`src/logic/odnv_cfg.svh`:
```
// constants of the octal double-rate enable-bit descriptor word
// assumes: included by bare name wherever offsets or field positions are needed
`ifndef ODNV_CFG_SVH
`define ODNV_CFG_SVH

// ************
// field positions in the descriptor word
// ************
`define ODNV_B_AVAIL 31
`define ODNV_B_POL 30
`define ODNV_B_OTP 29
`define ODNV_B_ADDRD 28
`define ODNV_B_BYTE1 27
`define ODNV_B_POS_HI 26
`define ODNV_B_POS_LO 24
`define ODNV_B_FLD_HI 23
`define ODNV_B_FLD_LO 16
`define ODNV_B_MODE_HI 23
`define ODNV_B_MODE_LO 20
`define ODNV_B_DUM_HI 19
`define ODNV_B_DUM_LO 16
`define ODNV_B_RD_HI 15
`define ODNV_B_RD_LO 8
`define ODNV_B_WR_HI 7
`define ODNV_B_WR_LO 0
`define ODNV_OP_NONE 8'h00

// ************
// controller register offsets (byte addresses)
// ************
`define ODNV_OFS_CTRL 8'h00
`define ODNV_OFS_STAT 8'h04
`define ODNV_OFS_WORD 8'h08
`define ODNV_OFS_DEC 8'h0c
`define ODNV_OFS_ADDR 8'h10
`define ODNV_OFS_OPS 8'h14

// ************
// controller register fields and reset values
// ************
`define ODNV_CTRL_FETCH 0
`define ODNV_CTRL_AW_LO 1
`define ODNV_CTRL_AW_HI 2
`define ODNV_CTRL_SINGLE 3
`define ODNV_CTRL_RST 4'h0
`define ODNV_WORD_RST 32'h0000_0000

`endif

```
`src/logic/odnv_pkg.sv`:
```
// types used by the host end of the descriptor link
// assumes: compiled before the interface and the two ends
package odnv_pkg;
  // host fetch sequencer
  typedef enum logic [1:0] {
    ODNV_S_IDLE = 2'b01,
    ODNV_S_WAIT = 2'b10
  } odnv_state_t;

  // address space width chosen by software
  typedef enum logic [1:0] {
    ODNV_AW_8 = 2'h0,
    ODNV_AW_24 = 2'h1,
    ODNV_AW_32 = 2'h2
  } odnv_aw_t;
endpackage

```
`src/logic/odnv_if.sv`:
```
// link that carries the descriptor word from the device end to the host end
// assumes: both ends run on the same clock; no clocking block is used
`timescale 1ns/1ns
`default_nettype none
interface odnv_if;
  logic req;
  logic ack;
  logic [31:0] word;

  modport dev_mp (
    input req,
    output ack,
    output word
  );

  modport host_mp (
    output req,
    input ack,
    input word
  );
endinterface
`default_nettype wire

```
`src/logic/odnv_host.sv`:
```
// host end: fetches the descriptor word and decodes it for software
// assumes: AHB-Lite single-word transfers from one master; device end on the same clock
//
// Behaviour
// bit 31 flags enable bit present
// bit 30 gives enable bit polarity
// bit 29 flags one-time programmable bit
// bit 28 selects addressed or direct access
// bit 27 clear: address in byte 0
// bit 27 set: address in byte 1
// byte-1 placement not for 8-bit addressing
// bits 26-24 give bit position
// addressed: bits 23-16 hold register address
// direct: bits 23-20 flag supported modes
// direct: bits 19-16 give dummy cycles
// single-line mode uses no dummy cycles
// cleared mode flag is not proof of absence
// bits 15-8 read opcode, zero unsupported
// bits 7-0 write opcode, zero unsupported
// flag bit 28 alone picks field meaning
//
// The AHB-Lite slave port and the placing of the registers were left to the implementer.
`timescale 1ns/1ns
`default_nettype none
`include "odnv_cfg.svh"
module odnv_host
  import odnv_pkg::*;
(
  // clock and reset
  input wire logic I_CLK_SYS,
  input wire logic I_NRST,
  // ahb-lite slave
  input wire logic I_HSEL,
  input wire logic [31:0] I_HADDR,
  input wire logic [1:0] I_HTRANS,
  input wire logic I_HWRITE,
  input wire logic [2:0] I_HSIZE,
  input wire logic [31:0] I_HWDATA,
  input wire logic I_HREADY,
  output logic [31:0] O_HRDATA,
  output logic O_HREADYOUT,
  output logic O_HRESP,
  // link
  odnv_if.host_mp link
);
  odnv_state_t state_r;
  odnv_state_t state_nxt;
  logic [31:0] word_r;
  logic [31:0] word_nxt;
  logic valid_r;
  logic valid_nxt;
  logic [3:0] ctrl_r;
  logic [3:0] ctrl_nxt;
  logic dwr_r;
  logic dwr_nxt;
  logic [7:0] dadr_r;
  logic [7:0] dadr_nxt;
  logic [31:0] rdata_r;
  logic [31:0] rdata_nxt;
  logic addr_ph;
  logic fetch_go;
  logic place_bad;
  logic [31:0] dec_c;
  logic [31:0] addr_c;
  logic [31:0] rd_c;
  odnv_aw_t aw;

  // ************
  // bus front end
  // ************
  // zero-wait slave: reads come from a flop loaded in the address phase
  assign addr_ph = I_HSEL & I_HTRANS[1] & I_HREADY;
  assign fetch_go = dwr_r & (dadr_r == `ODNV_OFS_CTRL) & I_HWDATA[`ODNV_CTRL_FETCH];
  assign aw = odnv_aw_t'(ctrl_r[`ODNV_CTRL_AW_HI:`ODNV_CTRL_AW_LO]);

  always_comb begin
    dwr_nxt = addr_ph & I_HWRITE;
    dadr_nxt = addr_ph ? I_HADDR[7:0] : dadr_r;
    ctrl_nxt = ctrl_r;
    if (dwr_r && dadr_r == `ODNV_OFS_CTRL) begin
      // fetch is a strobe, never stored
      ctrl_nxt = {I_HWDATA[`ODNV_CTRL_SINGLE:`ODNV_CTRL_AW_LO], 1'b0};
    end
  end

  // ************
  // fetch sequencer
  // ************
  // a fetch strobe while waiting is dropped; software polls valid
  always_comb begin
    state_nxt = state_r;
    word_nxt = word_r;
    valid_nxt = valid_r;
    case (state_r)
      ODNV_S_IDLE: begin
        if (fetch_go) begin
          state_nxt = ODNV_S_WAIT;
          valid_nxt = 1'b0;
        end
      end
      ODNV_S_WAIT: begin
        if (link.ack) begin
          state_nxt = ODNV_S_IDLE;
          word_nxt = link.word;
          valid_nxt = 1'b1;
        end
      end
      default: begin
        state_nxt = ODNV_S_IDLE;
      end
    endcase
  end

  assign link.req = (state_r == ODNV_S_WAIT);

  // ************
  // field decode
  // ************
  always_comb begin
    dec_c = 32'h0000_0000;
    dec_c[0] = word_r[`ODNV_B_AVAIL];
    // level to store that turns the mode on
    dec_c[1] = ~word_r[`ODNV_B_POL];
    dec_c[2] = word_r[`ODNV_B_OTP];
    dec_c[3] = word_r[`ODNV_B_ADDRD];
    dec_c[6:4] = word_r[`ODNV_B_POS_HI:`ODNV_B_POS_LO];
    dec_c[8] = (word_r[`ODNV_B_RD_HI:`ODNV_B_RD_LO] != `ODNV_OP_NONE);
    dec_c[9] = (word_r[`ODNV_B_WR_HI:`ODNV_B_WR_LO] != `ODNV_OP_NONE);
    if (!word_r[`ODNV_B_ADDRD]) begin
      // flags only say the listed modes work; others may too
      dec_c[15:12] = word_r[`ODNV_B_MODE_HI:`ODNV_B_MODE_LO];
      // single-line commands never take dummy cycles
      if (!ctrl_r[`ODNV_CTRL_SINGLE]) begin
        dec_c[19:16] = word_r[`ODNV_B_DUM_HI:`ODNV_B_DUM_LO];
      end
    end
  end

  // ************
  // command address placement
  // ************
  // 8-bit spaces cannot carry byte 1: flagged and the address left at zero
  // 24 and 32 bit spaces both take the byte-1 form
  assign place_bad = word_r[`ODNV_B_ADDRD] & word_r[`ODNV_B_BYTE1] & (aw == ODNV_AW_8);

  always_comb begin
    addr_c = 32'h0000_0000;
    if (word_r[`ODNV_B_ADDRD] && !place_bad) begin
      if (word_r[`ODNV_B_BYTE1]) begin
        addr_c[15:8] = word_r[`ODNV_B_FLD_HI:`ODNV_B_FLD_LO];
      end else begin
        addr_c[7:0] = word_r[`ODNV_B_FLD_HI:`ODNV_B_FLD_LO];
      end
    end
  end

  // ************
  // read mux
  // ************
  always_comb begin
    case (I_HADDR[7:0])
      `ODNV_OFS_CTRL: rd_c = {28'h0000000, ctrl_r};
      `ODNV_OFS_STAT: rd_c = {29'h0, place_bad, valid_r, link.req};
      `ODNV_OFS_WORD: rd_c = word_r;
      `ODNV_OFS_DEC: rd_c = dec_c;
      `ODNV_OFS_ADDR: rd_c = addr_c;
      `ODNV_OFS_OPS: rd_c = {16'h0000, word_r[`ODNV_B_RD_HI:`ODNV_B_WR_LO]};
      default: rd_c = 32'h0000_0000;
    endcase
    rdata_nxt = (addr_ph && !I_HWRITE) ? rd_c : rdata_r;
  end

  always_ff @(posedge I_CLK_SYS) begin
    if (!I_NRST) begin
      ctrl_r <= `ODNV_CTRL_RST;
      dwr_r <= 1'b0;
      dadr_r <= 8'h00;
    end else begin
      ctrl_r <= ctrl_nxt;
      dwr_r <= dwr_nxt;
      dadr_r <= dadr_nxt;
    end
  end

  always_ff @(posedge I_CLK_SYS) begin
    if (!I_NRST) begin
      state_r <= ODNV_S_IDLE;
      word_r <= `ODNV_WORD_RST;
      valid_r <= 1'b0;
    end else begin
      state_r <= state_nxt;
      word_r <= word_nxt;
      valid_r <= valid_nxt;
    end
  end

  always_ff @(posedge I_CLK_SYS) begin
    if (!I_NRST) begin
      rdata_r <= 32'h0000_0000;
    end else begin
      rdata_r <= rdata_nxt;
    end
  end

  assign O_HRDATA = rdata_r;
  assign O_HREADYOUT = 1'b1;
  assign O_HRESP = 1'b0;
endmodule
`default_nettype wire

```
`src/flat_wrapper.sv`:
```
// flat-port wrapper written by rule: the top's interface ports become plain ports
module odnv_host_flat import odnv_pkg::*;
  (I_CLK_SYS, I_NRST, I_HSEL, I_HADDR, I_HTRANS, I_HWRITE, I_HSIZE, I_HWDATA, I_HREADY, O_HRDATA, O_HREADYOUT, O_HRESP, link_req, link_ack, link_word);
  odnv_if link_i ();
  input wire logic I_CLK_SYS;
  input wire logic I_NRST;
  input wire logic I_HSEL;
  input wire logic [31:0] I_HADDR;
  input wire logic [1:0] I_HTRANS;
  input wire logic I_HWRITE;
  input wire logic [2:0] I_HSIZE;
  input wire logic [31:0] I_HWDATA;
  input wire logic I_HREADY;
  output logic [31:0] O_HRDATA;
  output logic O_HREADYOUT;
  output logic O_HRESP;
  output wire logic [$bits(link_i.req)-1:0] link_req;
  input wire logic [$bits(link_i.ack)-1:0] link_ack;
  input wire logic [$bits(link_i.word)-1:0] link_word;
  assign link_req = link_i.req;
  assign link_i.ack = link_ack;
  assign link_i.word = link_word;
  odnv_host u_core (.I_CLK_SYS(I_CLK_SYS), .I_NRST(I_NRST), .I_HSEL(I_HSEL), .I_HADDR(I_HADDR), .I_HTRANS(I_HTRANS), .I_HWRITE(I_HWRITE), .I_HSIZE(I_HSIZE), .I_HWDATA(I_HWDATA), .I_HREADY(I_HREADY), .O_HRDATA(O_HRDATA), .O_HREADYOUT(O_HREADYOUT), .O_HRESP(O_HRESP), .link(link_i));
endmodule
```
`config.mk`:
```
export PLATFORM = sky130hd
export DESIGN_NAME = odnv_host_flat
export DESIGN_NICKNAME = d
export VERILOG_FILES = /design/src/logic/odnv_pkg.sv /design/src/logic/odnv_if.sv /design/src/logic/odnv_host.sv /design/src/flat_wrapper.sv
export VERILOG_INCLUDE_DIRS = /design/src /design/src/logic
export SDC_FILE = /design/constraint.sdc
export NUM_CORES = 1
export LEC_CHECK = 0
export BUFFER_PORTS_ARGS = -buffer_cell sky130_fd_sc_hd__buf_4
export CORE_MARGIN = 4
export CORE_UTILIZATION = 50
export CTS_BUF_LIST = sky130_fd_sc_hd__clkbuf_4 sky130_fd_sc_hd__clkbuf_8
export CTS_CLUSTER_SIZE = 28
export DETAILED_ROUTE_END_ITERATION = 8
export PLACE_DENSITY = 0.83
export SYNTH_ARGS = -nofsm -noshare
export SYNTH_HDL_FRONTEND = slang
export SYNTH_SLANG_ARGS = --single-unit
```
`constraint.sdc`:
```
create_clock -name I_CLK_SYS -period 4.5 [get_ports I_CLK_SYS]
set_clock_uncertainty 0.15 [all_clocks]
set_input_delay 0.45 -clock I_CLK_SYS [delete_from_list [all_inputs] [get_ports I_CLK_SYS]]
set_output_delay 0.45 -clock I_CLK_SYS [all_outputs]
set_load 0.02 [all_outputs]
```
=== Yosys cells after proc, flatten, opt, wreduce, memory -nomap -nowiden ===
Cells that the tools add are included.

* Flip-flop bits (word level): 79
* Bits of input ports: 107
* Word-level logic and storage cells: 50

* Eq/ne operators: 9
* Muxes and demuxes: 12
* Bitwise gates (word level): 8
* Reduce and logical (&&, ||, !) cells: 14

{| class="wikitable"
|+ Operator list
! operator !! count
|-
| one-hot mux 32 bit (6 select lines) || 1
|-
| two-way mux 8 bit || 3
|-
| equality test 8 x 4 -> 1 bit, second input constant || 2
|-
| equality test 8 x 5 -> 1 bit, second input constant || 2
|-
| zero test 8 bit || 2
|-
| two-way mux 16 bit || 1
|-
| nonzero test 8 bit || 2
|-
| equality test 8 x 3 -> 1 bit, second input constant || 1
|-
| AND 1 bit || 7
|-
| two-way mux 2 bit || 2
|-
| two-way mux 4 bit || 1
|-
| inequality test 2 x 1 -> 1 bit, second input constant || 2
|-
| one-hot mux 2 bit (2 select lines) || 1
|-
| AND reduction 2 bit || 2
|-
| logical AND 1 bit || 3
|-
| AND reduction 3 bit || 1
|-
| equality test 2 x 1 -> 1 bit, second input constant || 1
|-
| equality test 2 bit, second input constant || 1
|-
| zero test 1 bit || 2
|-
| zero test 2 bit || 1
|-
| two-way mux 1 bit || 2
|-
| one-hot mux 1 bit (2 select lines) || 1
|-
| nonzero test 2 bit || 1
|-
| NOT 1 bit || 1
|}

=== Longest topological paths before layout ===
* Depth after elaboration: 6
* Gate-level depth with buffers: 6

=== Worst setup path before layout ===
OpenSTA, ideal clock, no wires.

* Path type: input to register
* Start: in I_HADDR[0]
* End: reg u_core.rdata_r[2] (netlist: u_core.O_HRDATA[2])
* Setup time: 74 ps
* Arrival time: 1632 ps
* Slack: 2643 ps
* Stages on the path: 4
* Path buffers: 0
* Cells stage by stage: or4_4 nor4_4 o311ai_1 o211ai_2

* Word-level cells in the longest chain between the ends: 2
* Elaborated cells between the ends (all ways): 7

{| class="wikitable"
|+ RTL lines
! what !! RTL line !! source
|-
| from (decl) || flat_wrapper.sv:8 || <nowiki>input wire logic [31:0] I_HADDR;</nowiki>
|-
| equality test 8 x 5 -> 1 bit, or another cell as far along || odnv_host.sv:161 || <nowiki>case (I_HADDR[7:0])</nowiki>
|-
| one-hot mux 32 bit (6 select lines) * || odnv_host.sv:161 ||
|-
| to (signal assigned) || odnv_host.sv:201 || <nowiki>rdata_r <= rdata_nxt;</nowiki>
|-
| to (decl) || odnv_host.sv:58 || <nowiki>logic [31:0] rdata_r;</nowiki>
|}

Every way passes the cells marked *; elsewhere a longest branch is shown, timed or not.
A chain may end at the register's enable or synchronous reset.

=== Worst setup path in the final report ===
* Start: reg u_core.state_r[1]
* End: reg u_core.word_r[31]

* Word-level cells in the longest chain between the ends: 2

{| class="wikitable"
|+ RTL lines
! what !! RTL line !! source
|-
| from (decl) || odnv_host.sv:46 || <nowiki>odnv_state_t state_r;</nowiki>
|-
| from (signal assigned) || odnv_host.sv:191 || <nowiki>state_r <= state_nxt;</nowiki>
|-
| equality test 2 bit || odnv_host.sv:94 || <nowiki>case (state_r)</nowiki>
|-
| AND reduction 2 bit (no line) || n/a ||
|-
| to (signal assigned) || odnv_host.sv:188 || <nowiki>word_r <= `ODNV_WORD_RST;</nowiki>
|-
| to (signal assigned) || odnv_host.sv:192 || <nowiki>word_r <= word_nxt;</nowiki>
|-
| to (decl) || odnv_host.sv:48 || <nowiki>logic [31:0] word_r;</nowiki>
|}

No other way between the ends.

==> results.yml <==
status:
  status: "finished, final reports clean"
global_route:
  grt_pass1_wl_mm: 13.13
  grt_max_degree: 58
  grt-ovfl-total: 0
  antenna_found_initial: 0
  grt_usage: 0.2153
  grt_pass1_vias: 2736
setup_path:
  worst_setup_path_end_kind: "register"
  startpoint_type: "register"
  cp_cell_sequence: "nor2b_1 > and2_1 > nand2_1 > a21boi_0"
  worst_path_max_delay_cell: "and2_1"
  r2r_cells: 4
  r2r_slack_ps: 2360
  timing.rr.start: "u_core.state_r[1]"
  path_class: "register to register"
  startpoint: "u_core.state_r[1]"
  required_ps: 4600
  crit_end: "u_core.word_r[31]"
  r2r_end: "u_core.word_r[31]"
  crit_arrival_ps: 2240
  slowest_delay_ps: 950
  worstPathMaxFanout: 33
floorplanning:
  fp.dieH_um: 89.17
  start_util: 0.5159
  io-pin-count: 142
  core_um2: 6386
  dieArea_um2: 7951
  rows: 29
  fp.dieW_um: 89.17
clock_network:
  cts_max_level: 3
  clockRootBuffer: "clkbuf_8"
  cts_hold_buf: 0
  post_cts_resized: 0
  cts_made_buffers: 9
  clock_sinks: 79
  cts_tree: "built"
  clkTransAtPathRegs_ps: 70
  insertion_delay_ps: 340
  clockBufferDepth: 2
  cts_setup_buffers: 0
detailed_routing:
  vias: 2963
  drcViolationCount: 0
  drt_iter0_markers: 257
  vias_per_cell: 5.665
  firstDrtPassIters: 5
  antenna_left: 0
  wl_per_cell_um: 16.05
  routed_wl_mm: 8.393
synth:
  async_flop_share: 0
  ys_ff_latch: 79
  ys_warn_count: 0
  synth_edf_count: 0
  avgSynthCellArea_um2: 8.809
  synth_cells: 374
  synth_area_um2: 3294
  synthesis.nets: 481
  synth_flop_cell: "dfxtp_1"
  ys_types: 44
  synth.yosys.seq_area_share: 0.4801
place:
  dp_cells: 508
  dpl_cell_area_um2: 3900
  routabilityCongestion: 0.8184
  hpwl_mm: 6.064
  numPortBuffers: 83
timing:
  setup_viol: 0
  slew_headroom: 0.2178
  hold_viol_final: 0
  final_max_slew_viol_count: 0
  finalSetupTns_ps: 0
  tightest_slew_ps: 1173
  rsz0062_at_grt: "no"
  min_period_ps: 2138
  post-route-period-util: 0.4750
  fmax_ghz: 0.4678
flow_run:
  maxCapViolCount: 0
final_layout:
  drive_above_1_share: 0.2309
  finalCoreUtilization: 0.6422
  fin_cells: 523
  syn2layout_area_growth_pct: 24.50
  postLayoutCellArea_um2: 4101
  nets: 549
  diodes: 0
power:
  power.total_mw: 1.309
  pwr_density_cell_nw_per_um2: 319.0
  p_leak_nw: 1.583
  peakVddDrop_uv: 223.2
hold_path:
  hold_class: "input pin to register"
routing by layer:
layer,share of wire,global-route usage
met5,0,0
met3,0.070,0.03502
met2,0.49,0.3557
met1,0.42,0.2816
met4,0.016,0.08390
state kept, by name, indices dropped and copies added, names as in the netlist:
register and flops:
u_core.word_r 32, u_core.dadr_r 8, u_core.state_r 2, u_core.O_HRDATA 32, u_core.ctrl_r 3, u_core.valid_r 1
u_core.dwr_r 1
logic make-up after synthesis:
kind of cell | Yosys count | synth area share
flops | 79 | 0.4801
mux | 5 | 0.01519
other cells | 2 | 0.002280
simple gates | 151 | 0.2176
compound gates | 109 | 0.2480
buf+inv | 28 | 0.03684
placed cells by master (no fill, tap or decap), types with 5 or more instances in the layout:
cell type | Yosys | final
nand2_1 | 98 | 98
buf_4 | 2 | 83
dfxtp_1 | 79 | 79
a21boi_0 | 40 | 40
a22o_1 | 17 | 17
clkbuf_8 | 0 | 11
o21ai_1 | 10 | 10
nor2_1 | 9 | 9
a22oi_1 | 8 | 8
a32oi_1 | 8 | 8
nor2b_1 | 7 | 7
and2_1 | 6 | 6
nor4_1 | 6 | 6
o21ai_0 | 6 | 6
a21oi_1 | 6 | 6
nor3_1 | 5 | 5
mux2i_1 | 5 | 5
synth_stat cells (6+ instances only):
master    instances  area [µm²]
clkbuf_1         16       60.06
a21boi_0         40       300.3
nor2b_1           7       43.79
a22oi_1           8       60.06
a22o_1           17       148.9
and2_1            6       37.54
o21ai_0           6       30.03
buf_2             7       35.03
nor2_1            9       33.78
nand2_1          98       367.9
nor4_1            6       37.54
a21oi_1           6       30.03
a32oi_1           8       70.07
dfxtp_1          79        1582
o21ai_1          10       50.05
worst max-delay path: cells and delay by family, from the launching register on:
kind               cells  cell delay, ps
and+or+nand+nor        3            1330
DFF                    1             340
AOI/OAI and AO/OA      1             230
power breakdown:
| group | leakage [nW] | total [mW] | switching, mW | internal, mW |
|---|---|---|---|---|
| clock network | 0.102 | 0.525 | 0.236 | 0.289 |
| registers | 0.637 | 0.703 | 0.00158 | 0.701 |
| logic | 0.844 | 0.0806 | 0.0395 | 0.0411 |
| total | 1.58 | 1.31 | 0.277 | 1.03 |
worst min-delay path by stage:
stage / start / endpoint / slack (ps) / depth (start not counted)
floorplan: u_core.valid_r / u_core.valid_r / 290 / 2
global route: link_word[19] / u_core.word_r[19] / 210 / 3
finish: I_HWRITE / u_core.dwr_r / 200 / 2
detailed placement: u_core.O_HRDATA[0] / u_core.O_HRDATA[0] / 300 / 2
global placement: u_core.O_HRDATA[14] / u_core.O_HRDATA[14] / 290 / 2
CTS: I_HWRITE / u_core.dwr_r / 190 / 2
final cells by class:
type / count / area, µm²
fill: 538 / 2285
multi-input combinational: 267 / 1592
sequential: 79 / 1582
timing repair buffer: 83 / 623.1
clock buffer: 12 / 158.9
tap: 77 / 96.34
clock inverter: 3 / 42.54
inverter: 2 / 7.507
stage by stage:
step	worst slack, ps	hold slack, ps
4_1_cts	2316	186.1
6_report	2362	196.7
3_5_place_dp	2080	304.7
5_1_grt	2038	209.0
3_3_place_gp	2110	294.8
2_1_floorplan	2643	286.4
No activity file was read; power rests on OpenSTA's default activity.
